<file path="config.mk">
export PLATFORM = sky130hd
export DESIGN_NAME = tml_loader
export DESIGN_NICKNAME = d
export VERILOG_FILES = /design/src/tml_pkg.sv /design/src/tml_sync.sv /design/src/tml_deframer.sv /design/src/tml_loader.sv
export SDC_FILE = /design/constraint.sdc
export NUM_CORES = 1
export LEC_CHECK = 0
export ABC_AREA = 1
export BUFFER_PORTS_ARGS = -buffer_cell sky130_fd_sc_hd__buf_2
export CAP_MARGIN = 5
export CELL_PAD_IN_SITES_DETAIL_PLACEMENT = 0
export CELL_PAD_IN_SITES_GLOBAL_PLACEMENT = 1
export CORE_MARGIN = 2
export CORE_UTILIZATION = 35
export CTS_BUF_LIST = sky130_fd_sc_hd__clkbuf_4
export CTS_CLUSTER_SIZE = 10
export DETAILED_ROUTE_END_ITERATION = 8
export PLACE_DENSITY = 0.71
export SLEW_MARGIN = 20
export SYNTH_ARGS = -nofsm -noshare
export SYNTH_HDL_FRONTEND = slang
export SYNTH_SLANG_ARGS = --single-unit
export TNS_END_PERCENT = 50
</file>
<file path="constraint.sdc">
create_clock -name clk_sys -period 14.1 [get_ports clk_sys]
set_input_delay 0.705 -clock clk_sys [delete_from_list [all_inputs] [get_ports clk_sys]]
set_output_delay 0.705 -clock clk_sys [all_outputs]
set_load 0.1 [all_outputs]
</file>
<file path="src/tml_pkg.sv">
// tape micro loader: shared constants, opcodes, register map, types
// assumes a 16-bit micro word and a 32-bit classic wishbone data bus
package tml_pkg;

	// tape frame geometry
	localparam int WORD_BITS = 16;       // one micro or data word
	localparam int CHAR_BITS = 8;        // half word per character
	localparam int BYTE_BITS = 10;       // lead + 8 data + parity
	localparam int LIT_BITS  = 24;       // literal width
	localparam logic [3:0] BIT_LAST = 4'h9;  // last bit index of a byte
	localparam logic [1:0] BYTE_HI0 = 2'h0;  // high char, first copy
	localparam logic [1:0] BYTE_HI1 = 2'h1;  // high char, duplicate
	localparam logic [1:0] BYTE_LO0 = 2'h2;  // low char, first copy
	localparam logic [1:0] BYTE_LO1 = 2'h3;  // low char, duplicate

	// fixed micro encodings
	localparam logic [15:0] OP_TAPE_START = 16'h0020;
	localparam logic [15:0] OP_TAPE_STOP  = 16'h0022;
	localparam logic [15:0] OP_TAPE_TO_X  = 16'h1be0;

	// micro groups (top nibble) and field positions
	localparam int GRP_HI = 15;
	localparam int GRP_LO = 12;
	localparam logic [3:0] GRP_REG_MOVE  = 4'h1;
	localparam logic [3:0] GRP_MEM_WRITE = 4'h7;
	localparam logic [3:0] GRP_LIT_MOVE  = 4'h9;
	localparam int SRC_HI = 11;
	localparam int SRC_LO = 8;
	localparam int SNK_HI = 7;
	localparam int SNK_LO = 4;
	localparam int MW_SRC_Y = 6;         // memory write source: 1 = Y
	localparam int LIT_UP_HI = 7;        // upper literal bits in micro

	// register selector codes in move micros
	localparam logic [3:0] SEL_TAPE = 4'hb;
	localparam logic [3:0] SEL_X    = 4'he;
	localparam logic [3:0] SEL_EXEC = 4'hf;
	localparam logic [3:0] SEL_TOP  = 4'hc;
	localparam logic [3:0] SEL_A    = 4'h4;

	// wishbone register byte addresses
	localparam logic [7:0] ADR_CTRL  = 8'h00;
	localparam logic [7:0] ADR_STAT  = 8'h04;
	localparam logic [7:0] ADR_EXEC  = 8'h08;
	localparam logic [7:0] ADR_TWORD = 8'h0c;
	localparam logic [7:0] ADR_X     = 8'h10;
	localparam logic [7:0] ADR_Y     = 8'h14;
	localparam logic [7:0] ADR_MAR   = 8'h18;
	localparam logic [7:0] ADR_FA    = 8'h1c;
	localparam logic [7:0] ADR_MEM   = 8'h20;

	// control and status bit positions
	localparam int CTRL_TAPE_EXEC = 0;
	localparam int CTRL_RUN       = 1;
	localparam int CTRL_START     = 2;
	localparam int ST_FULL   = 0;
	localparam int ST_DRIVE  = 1;
	localparam int ST_STALL  = 2;
	localparam int ST_BUSY   = 3;
	localparam int ST_LIT    = 4;
	localparam int ST_PERR   = 5;
	localparam int ST_BYTE   = 8;

	// run-mode sequencer
	typedef enum logic [1:0] {RS_IDLE, RS_FETCH, RS_LOAD, RS_EXEC} tml_run_t;

endpackage

</file>
<file path="src/tml_sync.sv">
// tape micro loader: plain two-flop synchroniser, W bits wide
// assumes d changes asynchronously; also serves as reset release
`timescale 1ns/1ps
module tml_sync #(
	parameter int W = 1
) (
	// clock and reset
	input  wire logic         clk_sys,
	input  wire logic         rst_n,
	// level in and synchronised level out
	input  wire logic [W-1:0] d,
	output logic      [W-1:0] q
);

	typedef struct packed {
		logic [W-1:0] s1;  // metastable stage, read only by s2
		logic [W-1:0] s2;  // settled stage
	} tml_sync_t;

	tml_sync_t r_r;
	tml_sync_t r_nxt;

	// shift one stage per edge
	always_comb begin
		r_nxt    = r_r;
		r_nxt.s1 = d;
		r_nxt.s2 = r_r.s1;
	end

	always_ff @(posedge clk_sys or negedge rst_n) begin
		if (!rst_n) begin
			r_r <= '0;
		end else begin
			r_r <= r_nxt;
		end
	end

	assign q = r_r.s2;

endmodule

</file>
<file path="src/tml_deframer.sv">
// tape micro loader: serial tape bits to 16-bit words
// assumes tapeClk and tapeData already synchronised to clk_sys
`timescale 1ns/1ps
module tml_deframer
	import tml_pkg::*;
(
	// clock and reset
	input  wire logic        clk_sys,
	input  wire logic        rstSync_n,
	// assembly enable, low clears all progress
	input  wire logic        enable,
	// synchronised tape lines
	input  wire logic        tapeClk,
	input  wire logic        tapeData,
	// assembled word
	output logic             wordStrobe,
	output logic [15:0]      word,
	output logic             parityFail,
	output logic [1:0]       byteCount
);

	typedef struct packed {
		logic        clkPrev;  // tape clock last cycle
		logic        seen;     // data seen in this clock window
		logic [9:0]  sh;       // lower assembly register
		logic [3:0]  bitCnt;   // bit within byte
		logic [1:0]  byteCnt;  // byte within word
		logic        hiOk;     // high half accepted
		logic        loOk;     // low half accepted
		logic [7:0]  hi;
		logic [7:0]  lo;
		logic        strobe;
		logic [15:0] word;
		logic        fail;
	} tml_dfr_t;

	tml_dfr_t r_r;
	tml_dfr_t r_nxt;

	// bit capture, byte check, duplicate handling
	always_comb begin
		logic [9:0] frame;
		logic       good;
		logic       loGood;
		frame  = '0;
		good   = 1'b0;
		loGood = 1'b0;
		r_nxt  = r_r;
		r_nxt.strobe  = 1'b0;
		r_nxt.fail    = 1'b0;
		r_nxt.clkPrev = tapeClk;
		if (!enable) begin
			// first byte after a start is byte 0
			r_nxt.seen    = 1'b0;  // see RL22
			r_nxt.bitCnt  = '0;
			r_nxt.byteCnt = BYTE_HI0;
			r_nxt.hiOk    = 1'b0;
			r_nxt.loOk    = 1'b0;
		end else begin
			// one data bit per clock window, extra pulses are noise
			if (tapeClk && tapeData) begin
				r_nxt.seen = 1'b1;  // see RL9
			end
			// bit cell ends at the falling tape clock
			if (r_r.clkPrev && !tapeClk) begin
				frame      = {r_r.sh[8:0], r_r.seen};  // see RL6
				r_nxt.sh   = frame;
				r_nxt.seen = 1'b0;
				if (r_r.bitCnt == BIT_LAST) begin
					r_nxt.bitCnt  = '0;
					r_nxt.byteCnt = r_r.byteCnt + 2'h1;  // see RL6
					// lead one, then even parity over all ten
					good = frame[9] && !(^frame);  // see RL3 see RL4
					unique case (r_r.byteCnt)
						BYTE_HI0: begin
							r_nxt.hiOk = good;
							r_nxt.hi   = frame[8:1];  // see RL7
						end
						BYTE_HI1: begin
							// retry only if the first copy failed
							if (!r_r.hiOk && good) begin  // see RL5 see RL23
								r_nxt.hiOk = 1'b1;
								r_nxt.hi   = frame[8:1];
							end
						end
						BYTE_LO0: begin
							r_nxt.loOk = good;
							r_nxt.lo   = frame[8:1];
						end
						BYTE_LO1: begin
							loGood = r_r.loOk || good;  // see RL5
							// high char first, four chars a word
							if (r_r.hiOk && loGood) begin  // see RL1 see RL2
								r_nxt.strobe = 1'b1;
								r_nxt.word   = {r_r.hi,
									(r_r.loOk ? r_r.lo : frame[8:1])};  // see RL23
							end else begin
								r_nxt.fail = 1'b1;
							end
							r_nxt.hiOk = 1'b0;
							r_nxt.loOk = 1'b0;
						end
					endcase
				end else begin
					r_nxt.bitCnt = r_r.bitCnt + 4'h1;
				end
			end
		end
	end

	always_ff @(posedge clk_sys or negedge rstSync_n) begin
		if (!rstSync_n) begin
			r_r <= '0;
		end else begin
			r_r <= r_nxt;
		end
	end

	assign wordStrobe = r_r.strobe;
	assign word       = r_r.word;
	assign parityFail = r_r.fail;
	assign byteCount  = r_r.byteCnt;

endmodule

</file>
<file path="src/tml_loader.sv">
// tape micro loader: top, wishbone slave, micro sequencer, word router
// assumes a classic wishbone master on clk_sys and async tape pins
//
// The Wishbone interface to the registers and the register offsets were left to the implementer.
`timescale 1ns/1ps

// Function
// RL1: each word is forty tape bits
// RL2: high char first, each char recorded twice
// RL3: byte is lead one, eight data, parity
// RL4: parity makes the ten bits even
// RL5: duplicate copy retries a failed half
// RL6: ten-bit assembly with byte counter 0-3
// RL7: only sixteen data bits reach sinks
// RL8: literal move spans two tape words
// RL9: cassette clocks every bit position
// RL10: tape mode executes each tape word
// RL11: word after literal move feeds literal
// RL12: run mode fetches, latches, executes micros
// RL13: move to execute register ORs next micro; the code ORs only X, at the next run-mode load, never into tape-mode micros
// RL14: start tape micro applies forward drive
// RL15: 0020 starts tape, 0022 stops it
// RL16: tape move stalls until word full
// RL17: stack top, A, execute never tape sinks
// RL18: memory write stores, advances field address
// RL19: run starts at memory address register
// RL20: 1BE0 moves tape word to X
// RL21: tape word gate lasts one cycle
// RL22: first byte after start is byte 0
// RL23: good first copy discards the duplicate
module tml_loader
	import tml_pkg::*;
#(
	parameter int MEM_AW = 4  // main memory address bits
) (
	// clock and reset
	input  wire logic        clk_sys,
	input  wire logic        rst_n,
	// wishbone slave
	input  wire logic        wbCyc,
	input  wire logic        wbStb,
	input  wire logic        wbWe,
	input  wire logic [3:0]  wbSel,
	input  wire logic [7:0]  wbAdr,
	input  wire logic [31:0] wbDatI,
	output logic      [31:0] wbDatO,
	output logic             wbAck,
	// cassette pins
	input  wire logic        tapeClkPin,
	input  wire logic        tapeDataPin,
	output logic             tapeDriveFwd,
	// tape word gate strobe
	output logic             tapeWordGate
);

	localparam int MEM_DEPTH = 1 << MEM_AW;

	// memory index must fit the address registers and stay small
	generate
		if (MEM_AW < 2 || MEM_AW > 8) begin : gBadAw
			$error("tml_loader: MEM_AW out of range");
		end
	endgenerate

	typedef struct packed {
		logic                             ack;      // bus answer
		logic [31:0]                      dat;      // bus read data
		logic                             tapeExec; // tape_execute_mode
		logic                             runMode;  // fetch from memory
		tml_run_t                         state;    // run sequencer
		logic [MEM_AW-1:0]                pc;       // fetch address
		logic [MEM_AW-1:0]                mar;      // memory_address_register
		logic [MEM_AW-1:0]                fa;       // field_address
		logic [15:0]                      latch;    // micro_latch
		logic [15:0]                      exec;     // micro execute register
		logic                             execFire; // exec holds a new micro
		logic [15:0]                      orPend;   // OR into next micro
		logic [15:0]                      x;        // X sink
		logic [23:0]                      y;        // literal sink
		logic [15:0]                      tapeWord; // tape assembly register
		logic                             tapeFull; // tape word waiting
		logic                             drive;    // forward drive
		logic                             litPend;  // next tape word is literal
		logic                             pendX;    // tape to X waiting
		logic                             perr;     // sticky parity failure
		logic                             gate;     // tape_word_gate
		logic [MEM_DEPTH-1:0][15:0]       mem;      // main memory
	} tml_top_t;

	tml_top_t r_r;
	tml_top_t r_nxt;

	logic        rstSync_n;  // released reset
	logic [1:0]  tapeSync;   // {clock, data} after two flops
	logic        dfStrobe;   // word assembled
	logic [15:0] dfWord;
	logic        dfFail;     // both copies of a half failed
	logic [1:0]  dfByte;     // byte in progress

	// reset release: asserts at once, releases after two edges
	tml_sync #(
		.W (1)
	) uRstSync (
		.clk_sys (clk_sys),
		.rst_n   (rst_n),
		.d       (1'b1),
		.q       (rstSync_n)
	);

	// tape pins come from another world, two flops before use
	tml_sync #(
		.W (2)
	) uPinSync (
		.clk_sys (clk_sys),
		.rst_n   (rstSync_n),
		.d       ({tapeClkPin, tapeDataPin}),
		.q       (tapeSync)
	);

	// assembly only runs while the tape is driven
	tml_deframer uDeframer (
		.clk_sys    (clk_sys),
		.rstSync_n  (rstSync_n),
		.enable     (r_r.drive),
		.tapeClk    (tapeSync[1]),
		.tapeData   (tapeSync[0]),
		.wordStrobe (dfStrobe),
		.word       (dfWord),
		.parityFail (dfFail),
		.byteCount  (dfByte)
	);

	// byte lane mask from wishbone selects
	function automatic logic [31:0] laneMask(input logic [3:0] sel);
		logic [31:0] m;
		m = '0;
		for (int i = 0; i < 4; i++) begin
			m[i*8 +: 8] = {8{sel[i]}};
		end
		return m;
	endfunction

	// whole next state: bus, sequencer, router, decoder
	always_comb begin
		logic [31:0] rd;
		logic [31:0] wv;
		logic        hit;
		logic [3:0]  src;
		logic [3:0]  snk;
		r_nxt = r_r;
		r_nxt.ack      = 1'b0;
		r_nxt.gate     = 1'b0;
		r_nxt.execFire = 1'b0;
		hit = wbCyc && wbStb && !r_r.ack;
		src = r_r.exec[SRC_HI:SRC_LO];
		snk = r_r.exec[SNK_HI:SNK_LO];

		// read view of every register
		rd = '0;
		unique case (wbAdr)
			ADR_CTRL: begin
				rd[CTRL_TAPE_EXEC] = r_r.tapeExec;
				rd[CTRL_RUN]       = r_r.runMode;
			end
			ADR_STAT: begin
				rd[ST_FULL]  = r_r.tapeFull;
				rd[ST_DRIVE] = r_r.drive;
				rd[ST_STALL] = r_r.pendX;
				rd[ST_BUSY]  = (r_r.state != RS_IDLE);
				rd[ST_LIT]   = r_r.litPend;
				rd[ST_PERR]  = r_r.perr;
				rd[ST_BYTE +: 2] = dfByte;
			end
			ADR_EXEC:  rd[15:0] = r_r.exec;
			ADR_TWORD: rd[15:0] = r_r.tapeWord;
			ADR_X:     rd[15:0] = r_r.x;
			ADR_Y:     rd[23:0] = r_r.y;
			ADR_MAR:   rd[MEM_AW-1:0] = r_r.mar;
			ADR_FA:    rd[MEM_AW-1:0] = r_r.fa;
			ADR_MEM:   rd[15:0] = r_r.mem[r_r.fa];
			default:   rd = '0;  // unmapped reads zero
		endcase
		wv = (rd & ~laneMask(wbSel)) | (wbDatI & laneMask(wbSel));

		// one-cycle answer; read data is the value before any write
		if (hit) begin
			r_nxt.ack = 1'b1;
			r_nxt.dat = rd;
		end
		// write lands at the edge where the master samples ack high,
		// while it still holds address, selects and data
		if (wbCyc && wbStb && r_r.ack) begin
			if (wbWe) begin
				unique case (wbAdr)
					ADR_CTRL: begin
						r_nxt.tapeExec = wv[CTRL_TAPE_EXEC];
						r_nxt.runMode  = wv[CTRL_RUN];
						// start runs from the address register
						if (wv[CTRL_START] && wv[CTRL_RUN]) begin
							r_nxt.pc    = r_r.mar;  // see RL19
							r_nxt.state = RS_FETCH;
						end
					end
					ADR_STAT: begin
						// write one clears; a new failure below wins
						if (wv[ST_PERR]) begin
							r_nxt.perr = 1'b0;
						end
					end
					ADR_X:   r_nxt.x   = wv[15:0];
					ADR_MAR: r_nxt.mar = wv[MEM_AW-1:0];
					ADR_FA:  r_nxt.fa  = wv[MEM_AW-1:0];
					ADR_MEM: r_nxt.mem[r_r.fa] = wv[15:0];
					default: ;  // read-only or unmapped: ignored
				endcase
			end
		end

		// run sequencer: fetch, latch, execute
		unique case (r_r.state)
			RS_IDLE: ;
			RS_FETCH: begin
				r_nxt.latch = r_r.mem[r_r.pc];  // see RL12
				r_nxt.pc    = r_r.pc + 1'b1;
				r_nxt.state = RS_LOAD;
			end
			RS_LOAD: begin
				// pending move into the execute register alters it
				r_nxt.exec     = r_r.latch | r_r.orPend;  // see RL13
				r_nxt.orPend   = '0;
				r_nxt.execFire = 1'b1;  // see RL12
				r_nxt.state    = RS_EXEC;
			end
			RS_EXEC: begin
				// tape move holds the micro until a word arrives
				if (!r_r.execFire && !r_r.pendX) begin  // see RL16
					r_nxt.state = RS_FETCH;
				end
			end
		endcase
		if (!r_nxt.runMode) begin
			r_nxt.state = RS_IDLE;
		end

		// pending tape-to-X takes the word first
		if (r_r.pendX && r_r.tapeFull) begin
			r_nxt.x        = r_r.tapeWord;  // see RL16
			r_nxt.tapeFull = 1'b0;
			r_nxt.pendX    = 1'b0;
		end else if (r_r.tapeExec && r_r.state == RS_IDLE &&
			r_r.tapeFull && !r_r.gate && !r_r.execFire) begin
			// clearing full keeps the gate to a single cycle
			r_nxt.gate     = 1'b1;  // see RL21
			r_nxt.tapeFull = 1'b0;
			if (r_r.litPend) begin
				// literal tail is routed, never executed
				r_nxt.y = {r_r.exec[LIT_UP_HI:0], r_r.tapeWord};  // see RL11
				r_nxt.litPend = 1'b0;
			end else begin
				r_nxt.exec     = r_r.tapeWord;  // see RL10
				r_nxt.execFire = 1'b1;
			end
		end

		// decode the micro just placed in the execute register
		if (r_r.execFire) begin
			if (r_r.exec == OP_TAPE_START) begin
				r_nxt.drive = 1'b1;  // see RL14 see RL15
			end else if (r_r.exec == OP_TAPE_STOP) begin
				// no gap sense here, drive simply drops
				r_nxt.drive = 1'b0;  // see RL15
			end else if (r_r.exec == OP_TAPE_TO_X) begin
				r_nxt.pendX = 1'b1;  // see RL20
			end else if (r_r.exec[GRP_HI:GRP_LO] == GRP_LIT_MOVE) begin
				if (r_r.state == RS_IDLE) begin
					// lower sixteen literal bits are the next tape word
					r_nxt.litPend = 1'b1;  // see RL8 see RL11
				end else begin
					// run mode takes them from the next memory word
					r_nxt.y  = {r_r.exec[LIT_UP_HI:0], r_r.mem[r_r.pc]};
					r_nxt.pc = r_r.pc + 1'b1;
				end
			end else if (r_r.exec[GRP_HI:GRP_LO] == GRP_MEM_WRITE) begin
				r_nxt.mem[r_r.fa] = r_r.exec[MW_SRC_Y] ? r_r.y[15:0]
					: r_r.x;  // see RL18
				r_nxt.fa = r_r.fa + 1'b1;  // see RL18
			end else if (r_r.exec[GRP_HI:GRP_LO] == GRP_REG_MOVE) begin
				if (src == SEL_TAPE) begin
					// stack top, A and execute refused as tape sinks
					if (snk == SEL_X) begin  // see RL17
						r_nxt.pendX = 1'b1;  // see RL16
					end
				end else if (src == SEL_X && snk == SEL_EXEC) begin
					r_nxt.orPend = r_r.x;  // see RL13
				end
			end
		end

		// arrival last so a new word beats a same-cycle consume
		if (dfStrobe) begin
			r_nxt.tapeWord = dfWord;  // see RL7
			r_nxt.tapeFull = 1'b1;
		end
		if (dfFail) begin
			r_nxt.perr = 1'b1;
		end
		// stopping the tape drops any half-done literal wait
		if (!r_nxt.drive) begin
			r_nxt.litPend = r_nxt.litPend && r_nxt.tapeFull;
		end
	end

	// single state register
	always_ff @(posedge clk_sys or negedge rstSync_n) begin
		if (!rstSync_n) begin
			r_r <= '0;
		end else begin
			r_r <= r_nxt;
		end
	end

	// outputs straight from flops
	assign wbAck        = r_r.ack;
	assign wbDatO       = r_r.dat;
	assign tapeDriveFwd = r_r.drive;
	assign tapeWordGate = r_r.gate;

endmodule

</file>
; Yosys cells after proc, flatten, opt, wreduce, memory -nomap -nowiden
; Cells that the tools add are included.
[op_classes]
n_reduce_logical = 50
add_sub_neg = 4
n_bitwise = 5
muxes = 119
n_eq_ne = 32
magnitude_cmp = 3
[ops]
columns = cell, n
row1 = $mux 256, 9
row2 = $bwmux 256, 2
row3 = $mux 16, 17
row4 = $mux 24, 9
row5 = $bmux 16 s4, 2
row6 = $mux 17, 4
row7 = $mux 33, 2
row8 = $demux 16 s4, 1
row9 = $mux 4, 16
row10 = $mux 53, 1
row11 = $mux 8, 5
row12 = $mux 38, 1
row13 = $mux 18, 2
row14 = $and 16x16->16, 2
row15 = $eq 16x6->1 const B, 2
row16 = $eq 8x5->1 const B, 4
row17 = $or 16x16->16, 2
row18 = $mux 15, 2
row19 = $pmux 6 s5, 1
row20 = $mux 1, 29
row21 = $eq 4x4->1 const B, 6
row22 = $pmux 2 s6, 2
row23 = $logic_and 1x1->1, 18
row24 = $pmux 2 s9, 1
row25 = 37 further kinds, 73
[word_totals]
regBits = 468
output_inout_bits = 35

; Longest topological paths before layout
; Gate-level depths: netlist of run 1.
[logic_depth]
ltp_word = 17
ltp_mapped = 18

; Hierarchy
; From an unflattened synthesis of run 1, not the netlist that was laid out.
[hier_totals]
hier_cells = 3842
area_unflattened_um2 = 27612.7
[modules_own_cells]
columns = module, seq_area_each_um2, cells_each, area_each_um2, instances
row1 = tml_loader, 10209.8, 3550, 24900.1, 1
row2 = tml_deframer, 1326.3, 286, 2562.5, 1
row3 = tml_sync (uPinSync), 100.1, 4, 100.1, 1
row4 = tml_sync (uRstSync), 50.0, 2, 50.0, 1

; Least setup slack after synthesis of run 1
; Ideal clock, no wire load.
[synth_path]
path_kind = register to register
startpoint = reg r_r, in the netlist tapeDriveFwd
endpoint = reg uDeframer.r_r, in the netlist uDeframer.word[5]
setup_slack_ns = 11.598
arrival_time_ns = 2.386
path_stages_with_launch = 12
period_less_slack_ns = 2.502
n_path_buf = 2
setup_ns = 0.117
path_cell_list = dfrtp_1 > buf_2 > inv_1 > nor2_2 > inv_1 > nor2_1 > inv_1 > nor2_1 > nand2_2 > clkbuf_1 > nand2_1 > nand2_1
[synth_via]
elab_chain_cells = 1
[synth_lines]
columns = item, line_no
row1 = start: declaration, tml_loader.sv:90  ; tml_top_t r_r;
row2 = start signal: assignment, tml_loader.sv:318  ; r_r <= r_nxt;
row3 = $reduce_and 5->1 (no line), n/a
row4 = end signal: assignment, tml_deframer.sv:115  ; r_r <= r_nxt;
row5 = end: declaration, tml_deframer.sv:37  ; tml_dfr_t r_r;
; No other way between the ends.
; A chain may end at the register's enable or synchronous reset.

; Worst setup path in the final report of run 1
[layout_path]
startpoint = reg r_r[367] in the netlist's numbering
endpoint = reg r_r[307] in the netlist's numbering
[layout_via]
elab_chain_cells = 9
[layout_lines]
columns = item, line_no
row1 = $bmux 16 s4, tml_loader.sv:180  ; ADR_MEM: rd[15:0] = r_r.mem[r_r.fa];
row2 = $mux 16 (not written as such), tml_loader.sv:180
row3 = $pmux 2 s6, tml_loader.sv:160  ; unique case (wbAdr)
row4 = $and 16x16->16, tml_loader.sv:183  ; wv = (rd & ~laneMask(wbSel)) | (wbDatI & laneMask(wbSel));
row5 = $or 16x16->16, tml_loader.sv:183
row6 = $mux 16, tml_loader.sv:194  ; unique case (wbAdr)
row7 = $mux 16, tml_loader.sv:193  ; if (wbWe) begin
row8 = $mux 16, tml_loader.sv:192  ; if (wbCyc && wbStb && r_r.ack) begin
row9 = $mux 16, tml_loader.sv:246  ; if (r_r.pendX && r_r.tapeFull) begin
; No other way between the ends. The select of a mux whose other input is x is not followed.

==> flow_summary.json, run 1 <==
{
  "outcome": "finished, final reports clean",
  "unrepaired_setup_endpoints_after_global_routing": "no",
  "critPathKind": "flop to flop",
  "worstSetupStartpointType": "flop",
  "mostFrequentLayoutCell": "nand2_1",
  "synth-edff-count": 0,
  "count_of_standard_cell_rows": 103,
  "place.port_buffers": 59,
  "gp_routability_congestion": 0.906,
  "gr-usage-all-layers_pct": 28.4,
  "final_cell_mix": "702 x nand2_1, 671 x o21ai_0, 462 x dfrtp_1",
  "synth_compound_area_share_pct": 25.3,
  "synthDominantCellAreaShare_pct": 41.9,
  "cellLeakagePower_uw": 0.0142,
  "via_per_inst": 5.67,
  "syn-cell-area_um2": 27900,
  "synthesis.area_per_instance_um2": 7.29,
  "ys.warnings.count": 0,
  "cp_data_arrival_time_ps": 5460,
  "grt_start_max_net_pins": 180,
  "async_reset_ff_share_pct": 100,
  "yosys.area.top_type": "dfrtp_1",
  "drt-pass1-iter-count": 8,
  "cts_tree": "yes",
  "die-area_um2": 81900,
  "io-pin-count": 86,
  "finalMaxSlewViolations": 0,
  "gr-total-overflow": 0,
  "cpMaxStageDelayCell": "buf_4",
  "synth.area.top_cells": "dfrtp_1 42%, o21ai_0 12%, nand2_1 9.5%",
  "postRouteWirelength_um": 118000,
  "fp.dieH_um": 286,
  "fin_util_pct": 38.7,
  "cts_num_sinks": 467,
  "flow.area_growth_from_synthesis_pct": 9.57,
  "cts-root-buf": "clkbuf_4",
  "crit_path_frequent_cell": "nand2_1",
  "drc": 0,
  "synthCells": 3826,
  "final.fill_count": 8424,
  "period_needed_ps": 4580,
  "ctsLongestPathBuffers": 3,
  "cp_slowest_stage_delay_ps": 740,
  "drv_cap": 0,
  "hold_viol": 0,
  "antenna_found_initial": 3,
  "yosys_most_used_dff": "dfrtp_1",
  "yosys_register_bits": 467,
  "synth_cell_type_count": 57,
  "hpwl_after_detailed_placement_um": 79200,
  "synth_top_family_by_area": "compound AO/OA/AOI/OAI gates",
  "clk_transition_reported_paths_ps": 60,
  "worst_skew_pair.late_latency_ps": 1050,
  "post_synthesis_share_of_cell_area_spent_on_full_adders_half_adders_and_majority_gates_pct": 0.494,
  "fin_hold_ws_ps": 273,
  "final_cycle_utilization_of_the_critical_path_pct": 32.5,
  "tritoncts_buffer_count": 142,
  "worstPathCellList": "inv_2, buf_4, a21oi_1, o21ai_0, nand2_1, nand2_1, nand2_1, o21ai_1, nand3_1, nand2_1, inv_1, nand2_1, o221ai_1",
  "grt_first_pass_wirelength_um": 173000,
  "wl_per_cell_um": 23.7,
  "relSlewSlack_pct": 24.1,
  "hold_path.class": "input pin to flop",
  "worst_clock_skew_ps": 67.9,
  "worst_slew_pin_slew_ps": 1140,
  "synth-seq-area-share_pct": 41.9,
  "initial_core_util_pct": 35.4,
  "core_um2": 78900,
  "route.vias.total": 28300,
  "power.density_nw_per_um2": 95.5,
  "ir_worst_vdd_mv": 0.0613,
  "post_synth_and_or_nand_nor_area_fraction_pct": 20.5,
  "post_synth_mux_area_share_pct": 0.215,
  "antenna_left": 0,
  "drive_above_1_share_pct": 11.9,
  "synthXorXnorAreaFrac_pct": 0.346,
  "totalNegativeSetupSlack_ps": 0,
  "worst_ep_required_time_ps": 14980,
  "finish.net_count": 3902,
  "post_cts_resized": 0,
  "drt_iter0_drc": 3228,
  "first_global_vias": 26300,
  "chipWidth_um": 286,
  "clock_tree.htree_level_count": 4,
  "cp_capture_type": "flop",
  "clock.fmax_mhz": 218,
  "setup_violations": 0,
  "worst-path-max-fanout": 52
}
[worst max-delay path: cells and delay by family (launching register included)]
| family | cells | cell delay [ps] |
|---|---|---|
| compound gates | 4 | 650 |
| buf+inv | 3 | 1760 |
| flops | 1 | 700 |
| simple gates | 6 | 1240 |
[worst paths after layout]
path | slack [ps] | to | cells after the start | startpoint
min reg2reg | 350 | uRstSync.q | 0 | uRstSync.r_nxt[0]
max | 9520 | r_r[307] | 13 | r_r[367]
max reg2reg | 9520 | r_r[307] | 13 | r_r[367]
max in group asynchronous | 12100 | r_r[368] | 1 | uRstSync.q
min | 270 | r_r[371] | 7 | wbAdr[3]
min in group asynchronous | 400 | r_r[141] | 0 | uRstSync.q
[through the flow]
| step | power (µW) | instance area (µm²) | setup slack, ps | cells |
|---|---|---|---|---|
| 2_1_floorplan | 1500 | 27900 | 120 | 3833 |
| 3_3_place_gp | 1540 | 28700 | 9610 | 4741 |
| 3_5_place_dp | 1540 | 28700 | 9620 | 4741 |
| 4_1_cts | 2940 | 30500 | 9610 | 4976 |
| 5_1_grt | 3030 | 30500 | 9490 | 4982 |
| 6_report | 2920 | 30600 | 9520 | 4988 |
[layer usage]
| metal | global-route usage [%] | vias up | wire length, µm |
|---|---|---|---|
| met3 | 5.95 | 293 | 10600 |
| met5 | 0 | - | 0 |
| li1 | - | 12900 | - |
| met1 | 39.4 | 13600 | 50800 |
| met2 | 41.5 | 1512 | 50300 |
| met4 | 15.5 | 0 | 6320 |
[cell families (layout without fill, tap and decap cells)]
group | Yosys count | after routing
AO/OA/AOI/OAI | 1291 | 1291
flip-flops | 467 | 467
other | 2 | 20
adder cells (fa/ha/maj) | 11 | 11
buffers and inverters | 717 | 811
AND/OR/NAND/NOR | 1321 | 1321
multiplexers | 6 | 6
XOR/XNOR | 11 | 11
[state kept, by name (all words and copies together), names as in the netlist]
register,cells
tapeWordGate,1
uDeframer.word,16
wbDatO,24
r_r,381
uRstSync.q,1
uDeframer.byteCount,2
uDeframer.parityFail,1
uRstSync.r_nxt,1
tapeDriveFwd,1
uDeframer.r_r,33
uPinSync.r_nxt,2
uPinSync.q,2
wbAck,1
uDeframer.wordStrobe,1
[report_power, final]
group / total, µW / internal [µW] / switching, µW
combinational: 164 / 22.3 / 141
sequential: 1360 / 1350 / 10.2
clock: 1400 / 742 / 655
[final cells by class]
type | count | area [µm²] | area share, %
multi-input combinational | 2649 | 13100 | 42.9
clock inverter | 30 | 277 | 0.905
tap | 1050 | 1310 | 4.30
timing repair buffer | 139 | 951 | 3.11
inverter | 441 | 1660 | 5.43
sequential | 467 | 11700 | 38.3
antenna | 11 | 27.5 | 0.0901
clock buffer | 201 | 1510 | 4.94
[Yosys cell counts (11+ instances only)]
master,instances
nand2_2,11
nand4_1,15
inv_2,17
nand3b_1,16
nor2_1,312
o21a_1,19
o211ai_1,53
clkbuf_1,147
o21ai_0,672
buf_6,21
o221ai_1,29
inv_1,411
nand3_1,181
nor3_4,13
nor3_1,11
nand2_1,704
buf_1,13
a21oi_1,263
buf_4,48
a31oi_1,31
clkinv_1,12
dfrtp_1,467
nor2_2,14
buf_2,44
o21ai_1,70
or2_2,19
o22ai_1,122
ha_1,11
[timing repair]
| item | 4_1_cts | 5_1_grt |
|---|---|---|
| setup endpoints to repair | 0 | 0 |
| endpoints found under the hold margin | 4 | 0 |
| hold buffers | 4 | 0 |
| setup buffers | 0 | 0 |
Power figures use the tool's default switching activity.
==> run 2: changes to the inputs <==
--- a/config.mk
+++ b/config.mk
@@ -5,7 +5,7 @@
 export SDC_FILE = /design/constraint.sdc
 export NUM_CORES = 1
 export LEC_CHECK = 0
-export ABC_AREA = 1
+export ABC_AREA = 0
 export BUFFER_PORTS_ARGS = -buffer_cell sky130_fd_sc_hd__buf_2
 export CAP_MARGIN = 5
 export CELL_PAD_IN_SITES_DETAIL_PLACEMENT = 0
@@ -15,7 +15,7 @@
 export CTS_BUF_LIST = sky130_fd_sc_hd__clkbuf_4
 export CTS_CLUSTER_SIZE = 10
 export DETAILED_ROUTE_END_ITERATION = 8
-export PLACE_DENSITY = 0.71
+export PLACE_DENSITY = 0.67
 export SLEW_MARGIN = 20
 export SYNTH_ARGS = -nofsm -noshare
 export SYNTH_HDL_FRONTEND = slang
==> constraint.sdc (replaced) <==
create_clock -name clk_sys -period 3.8 [get_ports clk_sys]
set_input_delay 0.19 -clock clk_sys [delete_from_list [all_inputs] [get_ports clk_sys]]
set_output_delay 0.19 -clock clk_sys [all_outputs]
set_load 0.1 [all_outputs]
==> run 2 against run 1 <==
  * Count of clock-buffer cells in the layout fell by 8
  * Area after synthesis shrank 5.1%
  * Core utilization increased by 1.5 points
  * Register-to-register slack worse by 9400 ps
  * Non-clock buffer count grew 96
  * Clock skew is 17 ps lower
  * Cell count shrank 26%
  * Sequential share of layout area up 0.64 points
  * Routed wire length down 24%
  * Hold slack lost 200 ps
  * Total power rose to 3.6 times the previous value
  * Largest cell class unchanged
  * Flip-flop and latch count is the same
==> flow_summary.json, run 2 <==
{
  "synth-edff-count": 0,
  "antenna_left": 0,
  "die-area_um2": 77800,
  "mostFrequentLayoutCell": "dfrtp_1",
  "drv_cap": 0,
  "worst_ep_required_time_ps": 4670,
  "count_of_standard_cell_rows": 100,
  "synth.area.top_cells": "dfrtp_1 44%, mux4_2 12%, nand2_1 5.0%",
  "yosys-top-cells-count": "467 x dfrtp_1, 349 x nand2_1, 205 x nor2_1",
  "unrepaired_setup_endpoints_after_global_routing": "no",
  "ir_worst_vdd_mv": 0.248,
  "tritoncts_buffer_count": 138,
  "async_reset_ff_share_pct": 100,
  "reg2reg_to": "r_r[368]",
  "fin_hold_ws_ps": 73.1,
  "crit_path_frequent_cell": "buf_12",
  "core_um2": 74700,
  "route.vias.total": 21900,
  "synth_cell_type_count": 78,
  "first_global_vias": 22000,
  "cp_capture_type": "flop",
  "drive_above_1_share_pct": 25.9,
  "drt_iter0_drc": 2127,
  "hold_path.class": "input pin to asynchronous set/reset pin",
  "initial_core_util_pct": 35.4,
  "drc": 0,
  "wl_per_cell_um": 24.3,
  "cellLeakagePower_uw": 0.0130,
  "yosys_register_bits": 467,
  "synthCells": 2492,
  "worstSetupStartpointType": "flop",
  "worst-path-max-fanout": 36,
  "ctsLongestPathBuffers": 3,
  "final_cycle_utilization_of_the_critical_path_pct": 95.9,
  "relSlewSlack_pct": 22.8,
  "cts_num_sinks": 467,
  "yosys.area.top_type": "dfrtp_1",
  "outcome": "finished, final reports clean",
  "final.fill_count": 7244,
  "clk_transition_reported_paths_ps": 70,
  "worst_skew_pair.late_latency_ps": 1000,
  "antenna_found_initial": 1,
  "hold_viol": 0,
  "setup_violations": 0,
  "cts_tree": "yes",
  "place.port_buffers": 59,
  "hpwl_after_detailed_placement_um": 65600,
  "largest_reg_by_ff_count": "r_r",
  "regToRegSetupSlack_ps": 150,
  "synthesis.area_per_instance_um2": 10.6,
  "cts-root-buf": "clkbuf_4",
  "reg2reg_from": "r_r[367]",
  "multi_input_area_um2": 13400,
  "period_needed_ps": 3650,
  "place_ws_ps": 443,
  "clock.fmax_mhz": 274,
  "ys.warnings.count": 0,
  "cp_slowest_stage_delay_ps": 710,
  "cpMaxStageDelayCell": "mux4_4",
  "worstPathCellList": "buf_12, mux4_4, a211oi_1, buf_4, o311ai_0, o21ai_1, buf_12, o21ai_0, dlygate4sd3_1",
  "syn-cell-area_um2": 26500,
  "via_per_inst": 5.92,
  "grt_first_pass_wirelength_um": 138000,
  "clock_tree.htree_level_count": 4,
  "synth-seq-area-share_pct": 44.2,
  "fp.dieH_um": 279,
  "synthDominantCellAreaShare_pct": 44.2,
  "chipWidth_um": 279,
  "postRouteWirelength_um": 90100,
  "area.sequential_um2": 11700,
  "grt_start_max_net_pins": 92,
  "flip_flop_count_of_the_largest_register_after_layout": 381,
  "drt-pass1-iter-count": 7,
  "flow.area_growth_from_synthesis_pct": 13.5,
  "totalNegativeSetupSlack_ps": 0,
  "gp_routability_congestion": 0.946,
  "postCtsSetupRepairBufs": 0,
  "gr-total-overflow": 0,
  "worst_clock_skew_ps": 51.1,
  "io-pin-count": 86,
  "final_cell_mix": "462 x dfrtp_1, 349 x nand2_1, 205 x nor2_1",
  "worst_slack_ps": 155,
  "yosys_most_used_dff": "dfrtp_1",
  "yosys.cell_count.top_type": "dfrtp_1",
  "critPathKind": "flop to flop",
  "r2r.worst_path.cells": 9,
  "cp_data_arrival_time_ps": 4520,
  "gr-usage-all-layers_pct": 23.3,
  "finalMaxSlewViolations": 0,
  "worst_slew_pin_slew_ps": 1160,
  "finish.net_count": 2703,
  "power.density_nw_per_um2": 348,
  "fin_util_pct": 40.2
}
run 2: cell types whose count changed in the layout (fill, tap and decap cells not counted), sizes merged, moves of 103 or more:
cell	before	now
nor2	328	205
mux2	0	103
o21ai	743	74
nand2	718	349
mux4	0	159
o22ai	122	0
inv	432	26
run 2: cell type report:
type | count | share of cell area, %
Timing Repair Buffer | 235 | 6.32
Inverter | 23 | 0.287
Antenna cell | 1 | 0.00833
Tap cell | 969 | 4.04
Clock inverter | 38 | 0.950
Sequential cell | 467 | 39.0
Multi-Input combinational cell | 1776 | 44.6
Clock buffer | 193 | 4.82
run 2: logic make-up (layout without fill, tap and decap cells):
kind of cell | count (synthesis) | after routing | share of synthesized area, %
flops | 467 | 467 | 44.2
mux | 311 | 311 | 20.1
xor+xnor | 8 | 8 | 0.317
fa+ha+maj | 11 | 11 | 0.520
simple gates | 858 | 858 | 14.6
buf+inv | 256 | 489 | 5.35
compound gates | 579 | 579 | 14.9
other cells | 2 | 10 | 0.0284
run 2: repair_timing:
action / 4_1_cts / 5_1_grt
endpoints found under the hold margin: 295 / 0
resized for setup: 0 / 2
hold buffers: 48 / 0
setup endpoints to repair: 0 / 2
run 2: worst max path at each step:
stage	endpoint	slack, ps	cells after the start	from
global placement	r_r[245]	520	8	r_r[367]
finish	r_r[368]	150	9	r_r[367]
detailed placement	r_r[191]	440	6	r_r[368]
floorplan	r_r[0]	-760	0	uRstSync.q
CTS	r_r[376]	50	7	r_r[368]
global route	r_r[376]	40	9	r_r[367]
run 2: worst max-delay path, delay by kind of cell (launching register included):
| family | cells | cell delay (ps) |
|---|---|---|
| compound gates | 4 | 820 |
| buf+inv | 4 | 1310 |
| flops | 1 | 660 |
| mux | 1 | 710 |
run 2: power by group:
part / switching, µW / internal (µW)
Sequential: 23.5 / 4980
Clock: 2340 / 2660
Combinational: 339 / 123
Total: 2700 / 7770
run 2: stage by stage:
| stage | cells | area [µm²] | total power (µW) |
|---|---|---|---|
| 2_1_floorplan | 2499 | 26500 | 5380 |
| 6_report | 3702 | 30000 | 10500 |
| 3_5_place_dp | 3422 | 27800 | 5530 |
| 5_1_grt | 3702 | 30000 | 10900 |
| 3_3_place_gp | 3422 | 27800 | 5520 |
| 4_1_cts | 3701 | 30000 | 10600 |
run 2: routing by layer:
layer,wire length (µm),track usage [%],vias up
li1,-,-,9609
met1,37700,30.7,11200
met2,43700,38.2,967
met3,6230,5.08,175
met4,2580,7.82,0
met5,0,0,-
